<file path="src/design/tmx_consts.vh">
// Timer unit constants
`ifndef TMX_CONSTS_VH
`define TMX_CONSTS_VH
// Clock source
`define TMX_CS_OFF 4'h0
`define TMX_CS_EVT 4'h8
`define TMX_CS_CASCADE 4'hc
// Prescaler
`define TMX_PRE_W 10
`define TMX_PRE_MAX 10'h3ff
// Waveform modes
`define TMX_WG_NORMAL 2'h0
`define TMX_WG_FREQ 2'h1
`define TMX_WG_SINGLE 2'h2
`define TMX_WG_DUAL 2'h3
// Event actions
`define TMX_EA_NONE 3'h0
`define TMX_EA_DIR 3'h1
`define TMX_EA_CAPT 3'h2
`define TMX_EA_FRQ 3'h3
`define TMX_EA_PW 3'h4
`define TMX_EA_RESTART 3'h5
// Resolution select
`define TMX_HR_OFF 2'h0
`define TMX_HR_X4 2'h1
`define TMX_HR_X8 2'h2
`define TMX_SUB_X4_MAX 3'h3
`define TMX_SUB_X8_MAX 3'h7
// Widths and reset values
`define TMX_CNT_W 16
`define TMX_DT_W 8
`define TMX_CNT_RST 16'h0000
`define TMX_PER_RST 16'hffff
`define TMX_CMP_RST 16'h0000
`define TMX_DT_RST 8'h00
`define TMX_PAT_RST 8'h00
// Noise filter count limit
`define TMX_FLT_LEN 2'h3
// Byte halves
`define TMX_LO 7:0
`define TMX_HI 15:8
`endif

</file>
<file path="src/design/tmx_dead_time.v">
// Dead-time unit: one channel to low and high side
`timescale 1ns/1ns
`include "tmx_consts.vh"
module tmx_dead_time (
  input wire clk,
  input wire rst,
  input wire wg_in,
  input wire dt_wr,
  input wire [`TMX_DT_W-1:0] dt_ls_new,
  input wire [`TMX_DT_W-1:0] dt_hs_new,
  input wire update,
  output reg low_side_output,
  output reg high_side_output,
  output wire in_dead
);
  reg [`TMX_DT_W-1:0] dt_ls_buf;
  reg [`TMX_DT_W-1:0] dt_hs_buf;
  reg dt_bv;
  reg [`TMX_DT_W-1:0] dt_ls;
  reg [`TMX_DT_W-1:0] dt_hs;
  reg [`TMX_DT_W-1:0] dcnt;
  reg wg_last;
  reg dead;
  assign in_dead = dead;
  ////////////////////////////////////////////////////////////////////////////
  // Buffered values, applied at update
  always @(posedge clk) begin
    if (rst) begin
      dt_ls_buf <= `TMX_DT_RST;
      dt_hs_buf <= `TMX_DT_RST;
      dt_bv <= 1'b0;
      dt_ls <= `TMX_DT_RST;
      dt_hs <= `TMX_DT_RST;
    end else begin
      if (dt_wr) begin
        dt_ls_buf <= dt_ls_new; // RULE15
        dt_hs_buf <= dt_hs_new;
      end
      if (update && dt_bv) begin
        dt_ls <= dt_ls_buf; // RULE15
        dt_hs <= dt_hs_buf;
      end
      // A write in the update cycle stays pending
      dt_bv <= dt_wr | (dt_bv & ~update);
    end
  end
  ////////////////////////////////////////////////////////////////////////////
  // Switch-off is immediate, switch-on waits the dead time
  always @(posedge clk) begin
    if (rst) begin
      wg_last <= 1'b0;
      dead <= 1'b0;
      dcnt <= `TMX_DT_RST;
      low_side_output <= 1'b0;
      high_side_output <= 1'b0;
    end else begin
      wg_last <= wg_in;
      if (wg_in != wg_last) begin
        low_side_output <= 1'b0; // RULE14
        high_side_output <= 1'b0;
        if ((wg_in ? dt_ls : dt_hs) == `TMX_DT_RST) begin
          low_side_output <= wg_in; // RULE23
          high_side_output <= ~wg_in;
          dead <= 1'b0;
        end else begin
          dcnt <= (wg_in ? dt_ls : dt_hs) - 8'h01; // RULE23
          dead <= 1'b1;
        end
      end else if (dead) begin
        if (dcnt == `TMX_DT_RST) begin
          dead <= 1'b0;
          low_side_output <= wg_in; // RULE14
          high_side_output <= ~wg_in;
        end else begin
          dcnt <= dcnt - 8'h01;
        end
      end else begin
        low_side_output <= wg_in;
        high_side_output <= ~wg_in;
      end
    end
  end
endmodule

</file>
<file path="src/design/tmx_timer.v">
// Timer unit: 16-bit counter, channels, split mode, waveform extension
// Notes on behaviour
// RULE1: Full variant has four channels, reduced variant two; channels 3-4 only when full.
// RULE2: Two units chain into one 32-bit counter, capturing on a shared event.
// RULE3: Counts clock ticks or events, direction selectable, period bounds the count.
// RULE4: Channels work in compare mode or capture mode, never both.
// RULE5: Clock from prescaled clock or events; events steer direction, capture, restart.
// RULE6: Period and channel values go through a buffer, applied at update.
// RULE7: Waveform modes: frequency, single-slope PWM and dual-slope PWM.
// RULE8: Overflow, error and per-channel match/capture pulses, plus a DMA request; the code pulses cc_irq on compare match only, not on capture.
// RULE9: Capture has a noise filter, frequency and pulse width modes, 32-bit chaining.
// RULE10: Only the full variant splits into two 8-bit counters, four compares each.
// RULE11: Split halves share the clock, keep own period and compare, count down.
// RULE12: In split mode only the low half gives match pulses and DMA requests.
// RULE13: Split mode is single-slope PWM; each underflow gives a pulse.
// RULE14: Extension turns each channel into low-side and inverted high-side with dead time.
// RULE15: Four dead-time units, 8-bit, separate buffered values, may halt the timer.
// RULE16: Dead-time outputs replace port values on pins chosen by the override mask.
// RULE17: Pattern generator drives a buffered pattern and bypasses dead-time units.
// RULE18: Channel 0 waveform can be spread over all port pins.
// RULE19: A selected fault event disables the extension outputs at once.
// RULE20: Resolution extension adds 2 or 3 bits in all waveform modes; the code turns it off in split mode.
// RULE21: The quad-rate clock must be set to four times the peripheral clock; the code has no such clock and counts sub-steps of the timer tick.
// RULE22: The waveform extension exists only on the full variant.
// RULE23: Dead time counts clock cycles; zero gives no gap.
`timescale 1ns/1ns
`include "tmx_consts.vh"
module tmx_timer #(
  parameter FULL = 1
) (
  input wire clk,
  input wire rst,
  input wire enable,
  input wire [3:0] clk_sel,
  input wire [3:0] ev_in,
  input wire [2:0] ev_action,
  input wire [1:0] ev_src_sel,
  input wire filter_en,
  input wire cascade_in,
  input wire capture_mode,
  input wire [3:0] ch_en,
  input wire [1:0] wg_mode,
  input wire dir_down,
  input wire split_en,
  input wire [1:0] hires_sel,
  input wire per_wr,
  input wire [15:0] per_data,
  input wire [3:0] cmp_wr,
  input wire [15:0] cmp_data,
  input wire [2:0] cmp_frac,
  input wire [3:0] cap_ack,
  input wire awx_en,
  input wire dt_wr,
  input wire [7:0] dt_ls_data,
  input wire [7:0] dt_hs_data,
  input wire dt_halt,
  input wire [7:0] port_ovr,
  input wire pattern_en,
  input wire pat_wr,
  input wire [7:0] pat_ovr_data,
  input wire [7:0] pat_val_data,
  input wire distrib_a,
  input wire [3:0] fault_sel,
  input wire fault_clr,
  output reg [15:0] count,
  output wire [63:0] ch_value,
  output reg [3:0] cap_full,
  output reg [3:0] waveform_gen_output,
  output reg ovf_irq,
  output reg err_irq,
  output reg [3:0] cc_irq,
  output reg lo_unf_irq,
  output reg hi_unf_irq,
  output reg dma_req,
  output wire cascade_out,
  output wire [7:0] pin_out,
  output wire [7:0] pin_ovr_en,
  output reg fault_active
);
  localparam NCH = (FULL != 0) ? 4 : 2;
  reg [9:0] pre;
  reg [3:0] ev_last;
  reg [3:0] flt_lvl;
  reg [3:0] flt_prev;
  reg [1:0] flt_cnt [0:3];
  reg [15:0] per_buf;
  reg [15:0] per_act;
  reg [1:0] per_bv;
  reg [15:0] cmp_buf [0:3];
  reg [15:0] cmp_act [0:3];
  reg [2:0] frac_buf [0:3];
  reg [2:0] frac_act [0:3];
  reg [1:0] cmp_bv [0:3];
  reg [2:0] sub;
  reg counting_down;
  reg [7:0] pat_ovr_buf;
  reg [7:0] pat_val_buf;
  reg pat_bv;
  reg [7:0] pat_ovr;
  reg [7:0] pat_val;
  reg [7:0] pin_reg;
  reg [7:0] ovr_reg;
  wire [3:0] ls_o;
  wire [3:0] hs_o;
  wire [3:0] dead;
  integer i;
  ////////////////////////////////////////////////////////////////////////////
  // Helpers
  function presc_hit;
    input [2:0] sel;
    input [9:0] p;
    begin
      case (sel)
        3'h1: presc_hit = 1'b1;
        3'h2: presc_hit = (p[0] == 1'b1);
        3'h3: presc_hit = (p[1:0] == 2'h3);
        3'h4: presc_hit = (p[2:0] == 3'h7);
        3'h5: presc_hit = (p[5:0] == 6'h3f);
        3'h6: presc_hit = (p[7:0] == 8'hff);
        3'h7: presc_hit = (p == `TMX_PRE_MAX);
        default: presc_hit = 1'b0;
      endcase
    end
  endfunction
  function [1:0] ev_index;
    input [1:0] base;
    input [1:0] ofs;
    begin
      ev_index = base + ofs;
    end
  endfunction
  ////////////////////////////////////////////////////////////////////////////
  // Clock source and event decoding
  wire split = split_en & (FULL != 0); // RULE10
  wire awx_on = awx_en & (FULL != 0); // RULE22
  wire [3:0] ev_rise = ev_in & ~ev_last;
  wire [3:0] flt_rise = flt_lvl & ~flt_prev;
  wire [3:0] flt_fall = ~flt_lvl & flt_prev;
  wire [1:0] act_idx = ev_src_sel;
  wire sel_rise = ev_rise[act_idx];
  // Event-driven direction, restart, capture
  wire ev_dir = (ev_action == `TMX_EA_DIR) & ev_in[act_idx]; // RULE5
  wire ev_restart = (ev_action == `TMX_EA_RESTART) & sel_rise; // RULE5
  wire frq_restart = capture_mode & (ev_action == `TMX_EA_FRQ) & flt_rise[act_idx]; // RULE9
  wire pw_restart = capture_mode & (ev_action == `TMX_EA_PW) & flt_rise[act_idx]; // RULE9
  wire restart = ev_restart | frq_restart | pw_restart;
  reg src_tick;
  always @* begin
    src_tick = 1'b0;
    if (clk_sel == `TMX_CS_CASCADE)
      src_tick = cascade_in; // RULE2
    else if (clk_sel[3])
      src_tick = ev_rise[clk_sel[1:0]]; // RULE5
    else
      src_tick = presc_hit(clk_sel[2:0], pre); // RULE3
  end
  wire halt = dt_halt & awx_on & (|dead); // RULE15
  wire tick = enable & src_tick & ~halt;
  wire hires_on = (hires_sel != `TMX_HR_OFF) & ~split;
  wire [2:0] sub_max = (hires_sel == `TMX_HR_X8) ? `TMX_SUB_X8_MAX : `TMX_SUB_X4_MAX;
  wire step = tick & (~hires_on | (sub == sub_max)); // RULE20
  wire [15:0] top = (wg_mode == `TMX_WG_FREQ) ? cmp_act[0] : per_act; // RULE3
  wire down_eff = dir_down ^ ev_dir;
  wire dual = (wg_mode == `TMX_WG_DUAL) & ~split;
  wire ovf = step & ~split & (dual ? (counting_down & (count == `TMX_CNT_RST)) :
    (down_eff ? (count == `TMX_CNT_RST) : (count == top)));
  wire lo_unf = step & split & (count[`TMX_LO] == 8'h00); // RULE13
  wire hi_unf = step & split & (count[`TMX_HI] == 8'h00); // RULE13
  wire upd_lo = ovf | lo_unf | restart;
  wire upd_hi = ovf | hi_unf | restart;
  assign cascade_out = ovf; // RULE2
  ////////////////////////////////////////////////////////////////////////////
  // Prescaler, event history and noise canceller
  always @(posedge clk) begin
    if (rst) begin
      pre <= 10'h000;
      ev_last <= 4'h0;
      flt_lvl <= 4'h0;
      flt_prev <= 4'h0;
      for (i = 0; i < 4; i = i + 1)
        flt_cnt[i] <= 2'h0;
    end else begin
      pre <= enable ? pre + 10'h001 : 10'h000;
      ev_last <= ev_in;
      flt_prev <= flt_lvl;
      for (i = 0; i < 4; i = i + 1) begin
        if (!filter_en || ev_in[i] == flt_lvl[i]) begin
          flt_cnt[i] <= 2'h0;
          flt_lvl[i] <= ev_in[i];
        end else if (flt_cnt[i] == `TMX_FLT_LEN) begin
          flt_cnt[i] <= 2'h0;
          flt_lvl[i] <= ev_in[i]; // RULE9
        end else begin
          flt_cnt[i] <= flt_cnt[i] + 2'h1;
        end
      end
    end
  end
  ////////////////////////////////////////////////////////////////////////////
  // Base counter
  always @(posedge clk) begin
    if (rst) begin
      count <= `TMX_CNT_RST;
      sub <= 3'h0;
      counting_down <= 1'b0;
    end else if (restart) begin
      count <= `TMX_CNT_RST;
      sub <= 3'h0;
      counting_down <= 1'b0;
    end else if (tick) begin
      sub <= (!hires_on || sub == sub_max) ? 3'h0 : sub + 3'h1;
      if (step) begin
        if (split) begin
          // Halves count down, reload own period
          count[`TMX_LO] <= lo_unf ? per_act[`TMX_LO] : count[`TMX_LO] - 8'h01; // RULE11
          count[`TMX_HI] <= hi_unf ? per_act[`TMX_HI] : count[`TMX_HI] - 8'h01; // RULE11
        end else if (dual) begin
          if (!counting_down && count >= top) begin
            counting_down <= 1'b1; // RULE7
            count <= top - 16'h0001;
          end else if (counting_down && count == `TMX_CNT_RST) begin
            counting_down <= 1'b0;
            count <= 16'h0001;
          end else begin
            count <= counting_down ? count - 16'h0001 : count + 16'h0001;
          end
        end else if (down_eff) begin
          count <= (count == `TMX_CNT_RST) ? top : count - 16'h0001; // RULE3
        end else begin
          count <= (count >= top) ? `TMX_CNT_RST : count + 16'h0001; // RULE3
        end
      end
    end
  end
  ////////////////////////////////////////////////////////////////////////////
  // Buffered period, compare and capture values
  always @(posedge clk) begin
    if (rst) begin
      per_buf <= `TMX_PER_RST;
      per_act <= `TMX_PER_RST;
      per_bv <= 2'h0;
      cap_full <= 4'h0;
      err_irq <= 1'b0;
      for (i = 0; i < 4; i = i + 1) begin
        cmp_buf[i] <= `TMX_CMP_RST;
        cmp_act[i] <= `TMX_CMP_RST;
        frac_buf[i] <= 3'h0;
        frac_act[i] <= 3'h0;
        cmp_bv[i] <= 2'h0;
      end
    end else begin
      err_irq <= 1'b0;
      if (per_wr)
        per_buf <= per_data; // RULE6
      if (upd_lo && per_bv[0])
        per_act[`TMX_LO] <= per_buf[`TMX_LO]; // RULE6
      if (upd_hi && per_bv[1])
        per_act[`TMX_HI] <= per_buf[`TMX_HI];
      per_bv <= per_wr ? 2'h3 : (per_bv & ~{upd_hi, upd_lo});
      for (i = 0; i < NCH; i = i + 1) begin // RULE1
        if (!capture_mode) begin
          if (cmp_wr[i]) begin
            cmp_buf[i] <= cmp_data; // RULE6
            frac_buf[i] <= cmp_frac;
          end
          if (upd_lo && cmp_bv[i][0]) begin
            cmp_act[i][`TMX_LO] <= cmp_buf[i][`TMX_LO]; // RULE6
            frac_act[i] <= frac_buf[i];
          end
          if (upd_hi && cmp_bv[i][1])
            cmp_act[i][`TMX_HI] <= cmp_buf[i][`TMX_HI];
          cmp_bv[i] <= cmp_wr[i] ? 2'h3 : (cmp_bv[i] & ~{upd_hi, upd_lo});
          cap_full[i] <= 1'b0;
        end else if (ch_en[i] && !split) begin
          // Overwrite unacknowledged value, flag error
          if (((ev_action == `TMX_EA_CAPT || ev_action == `TMX_EA_FRQ) &&
               flt_rise[ev_index(ev_src_sel, i[1:0])]) ||
              (ev_action == `TMX_EA_PW && flt_fall[ev_index(ev_src_sel, i[1:0])])) begin
            cmp_act[i] <= count; // RULE4
            cap_full[i] <= 1'b1; // RULE9
            if (cap_full[i] && !cap_ack[i])
              err_irq <= 1'b1; // RULE8
          end else if (cap_ack[i]) begin
            cap_full[i] <= 1'b0;
          end
        end
      end
    end
  end
  genvar g;
  generate
    for (g = 0; g < 4; g = g + 1) begin : g_val
      assign ch_value[16*g+15:16*g] = (g < NCH) ? cmp_act[g] : `TMX_CMP_RST; // RULE1
    end
  endgenerate
  ////////////////////////////////////////////////////////////////////////////
  // Waveform generation and pulses
  always @(posedge clk) begin
    if (rst) begin
      waveform_gen_output <= 4'h0;
      ovf_irq <= 1'b0;
      cc_irq <= 4'h0;
      lo_unf_irq <= 1'b0;
      hi_unf_irq <= 1'b0;
      dma_req <= 1'b0;
    end else begin
      ovf_irq <= ovf; // RULE8
      lo_unf_irq <= lo_unf; // RULE13
      hi_unf_irq <= hi_unf; // RULE13
      cc_irq <= 4'h0;
      for (i = 0; i < NCH; i = i + 1) begin
        if (capture_mode) begin
          waveform_gen_output[i] <= 1'b0; // RULE4
        end else if (split) begin
          // Halves OR per output; pulses from low half only
          waveform_gen_output[i] <= (count[`TMX_LO] < cmp_act[i][`TMX_LO]) |
            (count[`TMX_HI] < cmp_act[i][`TMX_HI]); // RULE12
          cc_irq[i] <= ch_en[i] & step & (count[`TMX_LO] == cmp_act[i][`TMX_LO]); // RULE12
        end else begin
          cc_irq[i] <= ch_en[i] & step & (count == cmp_act[i]); // RULE8
          case (wg_mode)
            `TMX_WG_FREQ:
              if (i == 0 && step && count == top)
                waveform_gen_output[0] <= ~waveform_gen_output[0]; // RULE7
            `TMX_WG_SINGLE, `TMX_WG_DUAL:
              waveform_gen_output[i] <= ch_en[i] &
                ({count, sub} < {cmp_act[i], (hires_on ? frac_act[i] : 3'h0)}); // RULE20
            default:
              waveform_gen_output[i] <= 1'b0;
          endcase
        end
      end
      dma_req <= ovf | lo_unf | (|cc_irq) | err_irq; // RULE8
    end
  end
  ////////////////////////////////////////////////////////////////////////////
  // Waveform extension: dead time, pattern, fault
  generate
    for (g = 0; g < 4; g = g + 1) begin : g_dti
      tmx_dead_time u_dead_time_unit (
        .clk(clk),
        .rst(rst),
        .wg_in(waveform_gen_output[g]),
        .dt_wr(dt_wr),
        .dt_ls_new(dt_ls_data),
        .dt_hs_new(dt_hs_data),
        .update(upd_lo),
        .low_side_output(ls_o[g]),
        .high_side_output(hs_o[g]),
        .in_dead(dead[g])
      ); // RULE15
    end
  endgenerate
  wire fault_now = awx_on & (|(ev_in & fault_sel));
  always @(posedge clk) begin
    if (rst) begin
      pat_ovr_buf <= `TMX_PAT_RST;
      pat_val_buf <= `TMX_PAT_RST;
      pat_bv <= 1'b0;
      pat_ovr <= `TMX_PAT_RST;
      pat_val <= `TMX_PAT_RST;
      pin_reg <= 8'h00;
      ovr_reg <= 8'h00;
      fault_active <= 1'b0;
    end else begin
      if (pat_wr) begin
        pat_ovr_buf <= pat_ovr_data; // RULE17
        pat_val_buf <= pat_val_data;
      end
      if (upd_lo && pat_bv) begin
        pat_ovr <= pat_ovr_buf; // RULE17
        pat_val <= pat_val_buf;
      end
      pat_bv <= pat_wr | (pat_bv & ~upd_lo);
      // New fault beats clear
      fault_active <= fault_now | (fault_active & ~fault_clr); // RULE19
      for (i = 0; i < 8; i = i + 1) begin
        if (pattern_en)
          pin_reg[i] <= pat_val[i]; // RULE17
        else if (distrib_a)
          pin_reg[i] <= waveform_gen_output[0]; // RULE18
        else
          pin_reg[i] <= i[0] ? hs_o[i/2] : ls_o[i/2]; // RULE16
      end
      ovr_reg <= !awx_on ? 8'h00 : (pattern_en ? pat_ovr : (distrib_a ? 8'hff : port_ovr)); // RULE16
    end
  end
  // Gated without a clock edge so shutdown needs no cycle
  assign pin_out = pin_reg & {8{~(fault_now | fault_active)}}; // RULE19
  assign pin_ovr_en = ovr_reg;
endmodule

</file>
<file path="config.mk">
export PLATFORM = sky130hd
export DESIGN_NAME = tmx_timer
export DESIGN_NICKNAME = d
export VERILOG_FILES = /design/src/design/tmx_dead_time.v /design/src/design/tmx_timer.v
export VERILOG_INCLUDE_DIRS = /design/src /design/src/design
export SDC_FILE = /design/constraint.sdc
export NUM_CORES = 1
export LEC_CHECK = 0
export ABC_CLOCK_PERIOD_IN_PS = 12200
export BUFFER_PORTS_ARGS = -buffer_cell sky130_fd_sc_hd__buf_2
export CAP_MARGIN = 20
export CORE_UTILIZATION = 40
export DETAILED_ROUTE_END_ITERATION = 8
export PLACE_DENSITY = 0.58
export SYNTH_ARGS = -nofsm -noshare
export SYNTH_HDL_FRONTEND = slang
export SYNTH_SLANG_ARGS = --single-unit
</file>
<file path="constraint.sdc">
create_clock -name clk -period 12.2 [get_ports clk]
set_input_delay 1.83 -clock clk [delete_from_list [all_inputs] [get_ports clk]]
set_output_delay 1.83 -clock clk [all_outputs]
set_load 0.02 [all_outputs]
</file>
Yosys cells after proc, flatten, opt, wreduce, memory -nomap -nowiden
Memory sizes are Yosys's and may differ from the RTL's.
Cells that the tools add are included.

operators by class
  $add $sub $neg = 22
  $lt $le $gt $ge = 18
  eq/ne operators = 58
  mux-type cells = 343
  bitwise operators = 134
  reduce and logical (&&, ||, !) cells = 96

operator list
  operator                 number
  $mux W8                  40
  $mux W1                  239
  $mux W16                 13
  $eq A16 B16 Y1           5
  $logic_not A8 Y1         10
  $sub A8 B1 Y8 const B    10
  $lt A19 B19 Y1           4
  $lt A8 B8 Y1             8
  $or A1 B1 Y1             64
  $and A1 B1 Y1            42
  $mux W2                  21
  $mux W3                  14
  $logic_and A1 B1 Y1      34
  $eq A8 B8 Y1             4
  $sub A16 B1 Y16 const B  2
  $reduce_bool A2 Y1       14
  $bmux W1 S2              11
  $eq A3 B3 Y1 const B     7
  $add A16 B1 Y16 const B  1
  $and A4 B4 Y4            4
  $eq A2 B2 Y1 const B     8
  $ge A16 B16 Y1           1
  $logic_not A16 Y1        1
  $lt A2 B3 Y1 const B     5
  other kinds (33)         109

storage, ports and cells
  register bits after elaboration = 275
  memory bits (writable) = 168
  output and inout port bits = 115
  word-level logic and storage cells = 745
  memories kept = 6

memories
  name      words  width  read ports  clocked after Yosys merged registers in  write ports  line            text
  cmp_act   4      16     4           0                                        4            tmx_timer.v:90  reg [15:0] cmp_act [0:3];
  cmp_buf   4      16     4           0                                        4            tmx_timer.v:89  reg [15:0] cmp_buf [0:3];
  frac_act  4      3      4           0                                        4            tmx_timer.v:92  reg [2:0] frac_act [0:3];
  frac_buf  4      3      4           0                                        4            tmx_timer.v:91  reg [2:0] frac_buf [0:3];
  cmp_bv    4      2      4           0                                        4            tmx_timer.v:93  reg [1:0] cmp_bv [0:3];
  flt_cnt   4      2      4           0                                        4            tmx_timer.v:85  reg [1:0] flt_cnt [0:3];

Longest topological paths before layout
  depth after elaboration = 21
  depth in mapped cells = 15

Modules after synthesis
From an unflattened synthesis, not the netlist that was laid out.

second synthesis, totals
  cell total of the unflattened synthesis = 2698
  area, all modules = 25874.8 sq um

by module, submodules not included
  module         instances  cells an instance  area an instance (sq um)
  tmx_timer      1          1826               17917.2
  tmx_dead_time  4          218                1989.4

Worst setup path after synthesis
No wires, ideal clock.

  path type = input to output
  from = input port wg_mode[0]
  to = output port cascade_out
  data arrival time = 4.588 ns
  data required time = 10.370 ns
  setup slack = 5.782 ns
  stages = 12
  path through = nor2b_1 > clkbuf_1 > buf_2 > buf_2 > mux2_2 > inv_1 > ha_1 > nand4_1 > nor4_1 > a31oi_1 > or3_1 > inv_1

between the ends
  cells in the longest elaborated chain, start to end = 6
  elaborated cells between the ends (all ways) = 8

RTL lines
  item                line             text
  start: declaration  tmx_timer.v:42   input wire [1:0] wg_mode,
  $eq A2 B1 Y1        n/a
  $mux W16            tmx_timer.v:162  wire [15:0] top = (wg_mode == `TMX_WG_FREQ) ? cmp_act[0] : per_act;
  $eq A16 B16 Y1      n/a
  $mux W1             tmx_timer.v:166  (down_eff ? (count == `TMX_CNT_RST) : (count == top)));
  $mux W1 *           tmx_timer.v:165  wire ovf = step & ~split & (dual ? (counting_down & (count == `TMX_CNT_RST)) :
  $and A1 B1 Y1 *     tmx_timer.v:165
  end: declaration    tmx_timer.v:75   output wire cascade_out,

Mark *: on every way between the ends. The rest lies on a longest branch, timed or not.

Final worst setup path
Same ends and word-level chain as after synthesis.

==> metrics.md <==
| Metric | Value |
|---|---|
| Status | complete, but fails checks |
| Failing checks | DRC |
| Vias in the first global route | 19700 |
| Post-synth top cells | dfxtp_1 (275), nor2_1 (217), edfxtp_1 (168), mux2i_1 (168), nand2b_1 (162) |
| Register area | 10600 µm² |
| Most frequent cell after synthesis | dfxtp_1 |
| CTS resizes | 0 |
| Worst Setup End Kind | output pin |
| Leakage power | 11.4 nW |
| CTS tree | built |
| Max Cap Viol | 0 |
| Fraction of the cycle the final worst path needs | 54.1% |
| Setup TNS | 0 ns |
| Hold_buf cts | 0 |
| Area Overhead vs Synth | 15.1% |
| CTS Buf Count | 49 |
| DRT Pass-1 Iters | 9 |
| Routed vias | 20300 |
| Yosys top cell by area | dfxtp_1 |
| IO Pins | 239 |
| CP Max Fanout | 23 |
| PwrDens | 139 nW/µm² |
| RSZ-0062 raised after global routing | false |
| Setup bufs post-CTS | 0 |
| Clock Path Buffers | 3 |
| Post-Place Worst Slack | 5.66 ns |
| Final Max Tran Viols | 0 |
| Die Wd | 248 µm |
| First DRT Iteration DRCs | 1829 |
| Req. time, crit path | 10.37 ns |
| CP startpoint kind | input pin |
| Filler cells | 5633 |
| Routability cong. | 0.955 |
| Gate count of the mapped netlist | 2507 |
| Initial antenna violation count | 6 |
| #FFs+latches synth | 443 |
| Max incr delay on CP | 0.56 ns |
| Tmin final | 6.60 ns |
| Slew headroom | 21.6% |
| Worst Path Arrival | 4.77 ns |
| Mean area per synthesized cell | 9.62 µm² |
| Hold Vio Cnt, Final | 0 |
| Seq/Total Area, Yosys | 43.8% |
| Root buffer selected by CTS | clkbuf_16 |
| CP cell instances | buf_2 -> nor2b_2 -> buf_4 -> mux2_2 -> inv_1 -> ha_1 -> nand4_1 -> nor4_1 -> buf_4 -> a31oi_1 -> or3_1 -> inv_1 -> buf_2 |
| Sink Count | 443 |
| Final setup violation count | 0 |
| Clock Latency Late Sink | 0.62 ns |
| Share of the synthesized area in the top cell type | 22.8% |
| Async SR Flop Fraction | 0% |
| Drt wl/cell | 22.9 µm |
| Level count of the clock H-tree | 2 |
| Biggest regs | cmp_act x64, cmp_buf x64 |
| CP max stage cell | or3_1 |
| VDD IR max | 0.0973 mV |
| Crit Path Class | in -> out |
| Core box area | 59200 µm² |
| Ys Warns | 0 |
| Clock-pin slew on the worst setup and hold paths | 0.06 ns |
| Footprint of the multi-input gates | 12500 µm² |
| Final nets | 2922 |
| DRC viols | 8 |
| Tightest Pin Transition | 1.18 ns |
| GR Util All Layers | 25.9% |
| Via-per-instance ratio | 5.79 |
| Total grt overflow | 0 |
| Netlist cell types | 80 |
| Max Freq | 152 MHz |
| Hold crit path type | reg -> reg |
| Netlist Area Pre-Place | 24100 µm² |
| Die ar. | 61300 µm² |
| Clock Skew | 0.0338 ns |
| Final wirelength | 80.2 mm |
| Pin count of the biggest net entering global routing | 218 |
| Global-route wire length before repair | 120 mm |
| Initial Util | 40.7% |
| Synth area leaders | dfxtp_1 (23%), edfxtp_1 (21%), mux2i_1 (7.0%) |
| Row count | 89 |
| Number of synthesized flops with an enable pin | 168 |
| # port buffers | 238 |
| Setup ws final | 5.60 ns |
| Post-DP HPWL | 58.3 mm |
| Prevailing post-synth register cell | dfxtp_1 |
| DRT antenna net count | 0 |
| Die H | 248 µm |
| Layout cells sized above 1 | 15.0% |
report_power, final:
part	internal, mW	leakage (nW)	switching (mW)
logic	0.224	6.63	0.407
registers	1.60	3.97	0.0413
clock network	0.942	0.833	0.642
worst paths after layout:
kind | start | endpoint | slack, ns | depth (start not counted)
setup reg to reg | count[8] | pat_ovr[0] | 7.73 | 10
hold reg to reg | g_dti[3].u_dead_time_unit.low_side_output | g_dti[3].u_dead_time_unit.low_side_output | 0.46 | 2
setup / recovery | wg_mode[0] | cascade_out | 5.60 | 13
hold / removal | g_dti[3].u_dead_time_unit.low_side_output | g_dti[3].u_dead_time_unit.low_side_output | 0.46 | 2
final cells by class:
type                       count  share of cell area, %
antenna                        2                 0.0180
sequential                   443                   38.0
timing repair buffer         282                   5.59
clock buffer                  65                   5.07
multi-input combinational   1803                   45.2
tap                          773                   3.49
inverter                     106                   1.43
clock inverter                27                   1.17
placed cells by master (no fill, tap or decap), types with 40 or more instances in the layout:
cell / count
mux2i_1: 168
buf_4: 40
dfxtp_1: 275
and2_1: 79
nor4_1: 45
and3_1: 51
nor2b_1: 46
inv_1: 105
edfxtp_1: 168
nand2_1: 85
ha_1: 113
xnor2_1: 44
o21ai_0: 101
nand2b_1: 162
a21oi_1: 132
clkbuf_16: 50
nand3_1: 61
nor2_1: 216
buf_2: 237
routing by layer:
layer  vias up  wire length (µm)  global-route usage [%]
li1       9483                 -                       -
met2       800             36100                    40.9
met1      9780             34700                    34.4
met5         -                35                       0
met4         6              3320                    11.5
met3       187              6010                    4.87
stage by stage:
| step | util [%] | hold slack, ns | total power, mW | instances | cell area [µm²] |
|---|---|---|---|---|---|
| floorplan | - | 0.430 | 2.07 | 2514 | 24100 |
| global placement | 43.8 | 0.447 | 2.28 | 3403 | 26000 |
| detailed placement | 43.9 | 0.455 | 2.29 | 3404 | 26000 |
| CTS | 46.8 | 0.468 | 3.87 | 3496 | 27700 |
| global route | 46.8 | 0.497 | 4.00 | 3501 | 27700 |
| finish | 46.8 | 0.464 | 3.86 | 3501 | 27700 |
kinds of logic (layout without fill, tap and decap cells):
kind of cell,after synthesis,in the layout,share of synthesized area [%]
buf+inv,268,480,4.40
compound gates,555,555,15.6
flops,443,443,43.8
xor+xnor,70,70,2.54
mux,186,186,8.28
simple gates,871,871,19.5
fa+ha+maj,113,113,5.86
other cells,1,10,0.0156
worst max-delay path, delay by kind of cell:
kind / cells / cell delay, ns
and+or+nand+nor: 4 / 1.23
buffers and inverters: 6 / 1.00
muxes: 1 / 0.41
AOI/OAI and AO/OA: 1 / 0.09
adders and majority gates: 1 / 0.17
No activity file was read; power rests on OpenSTA's default activity.
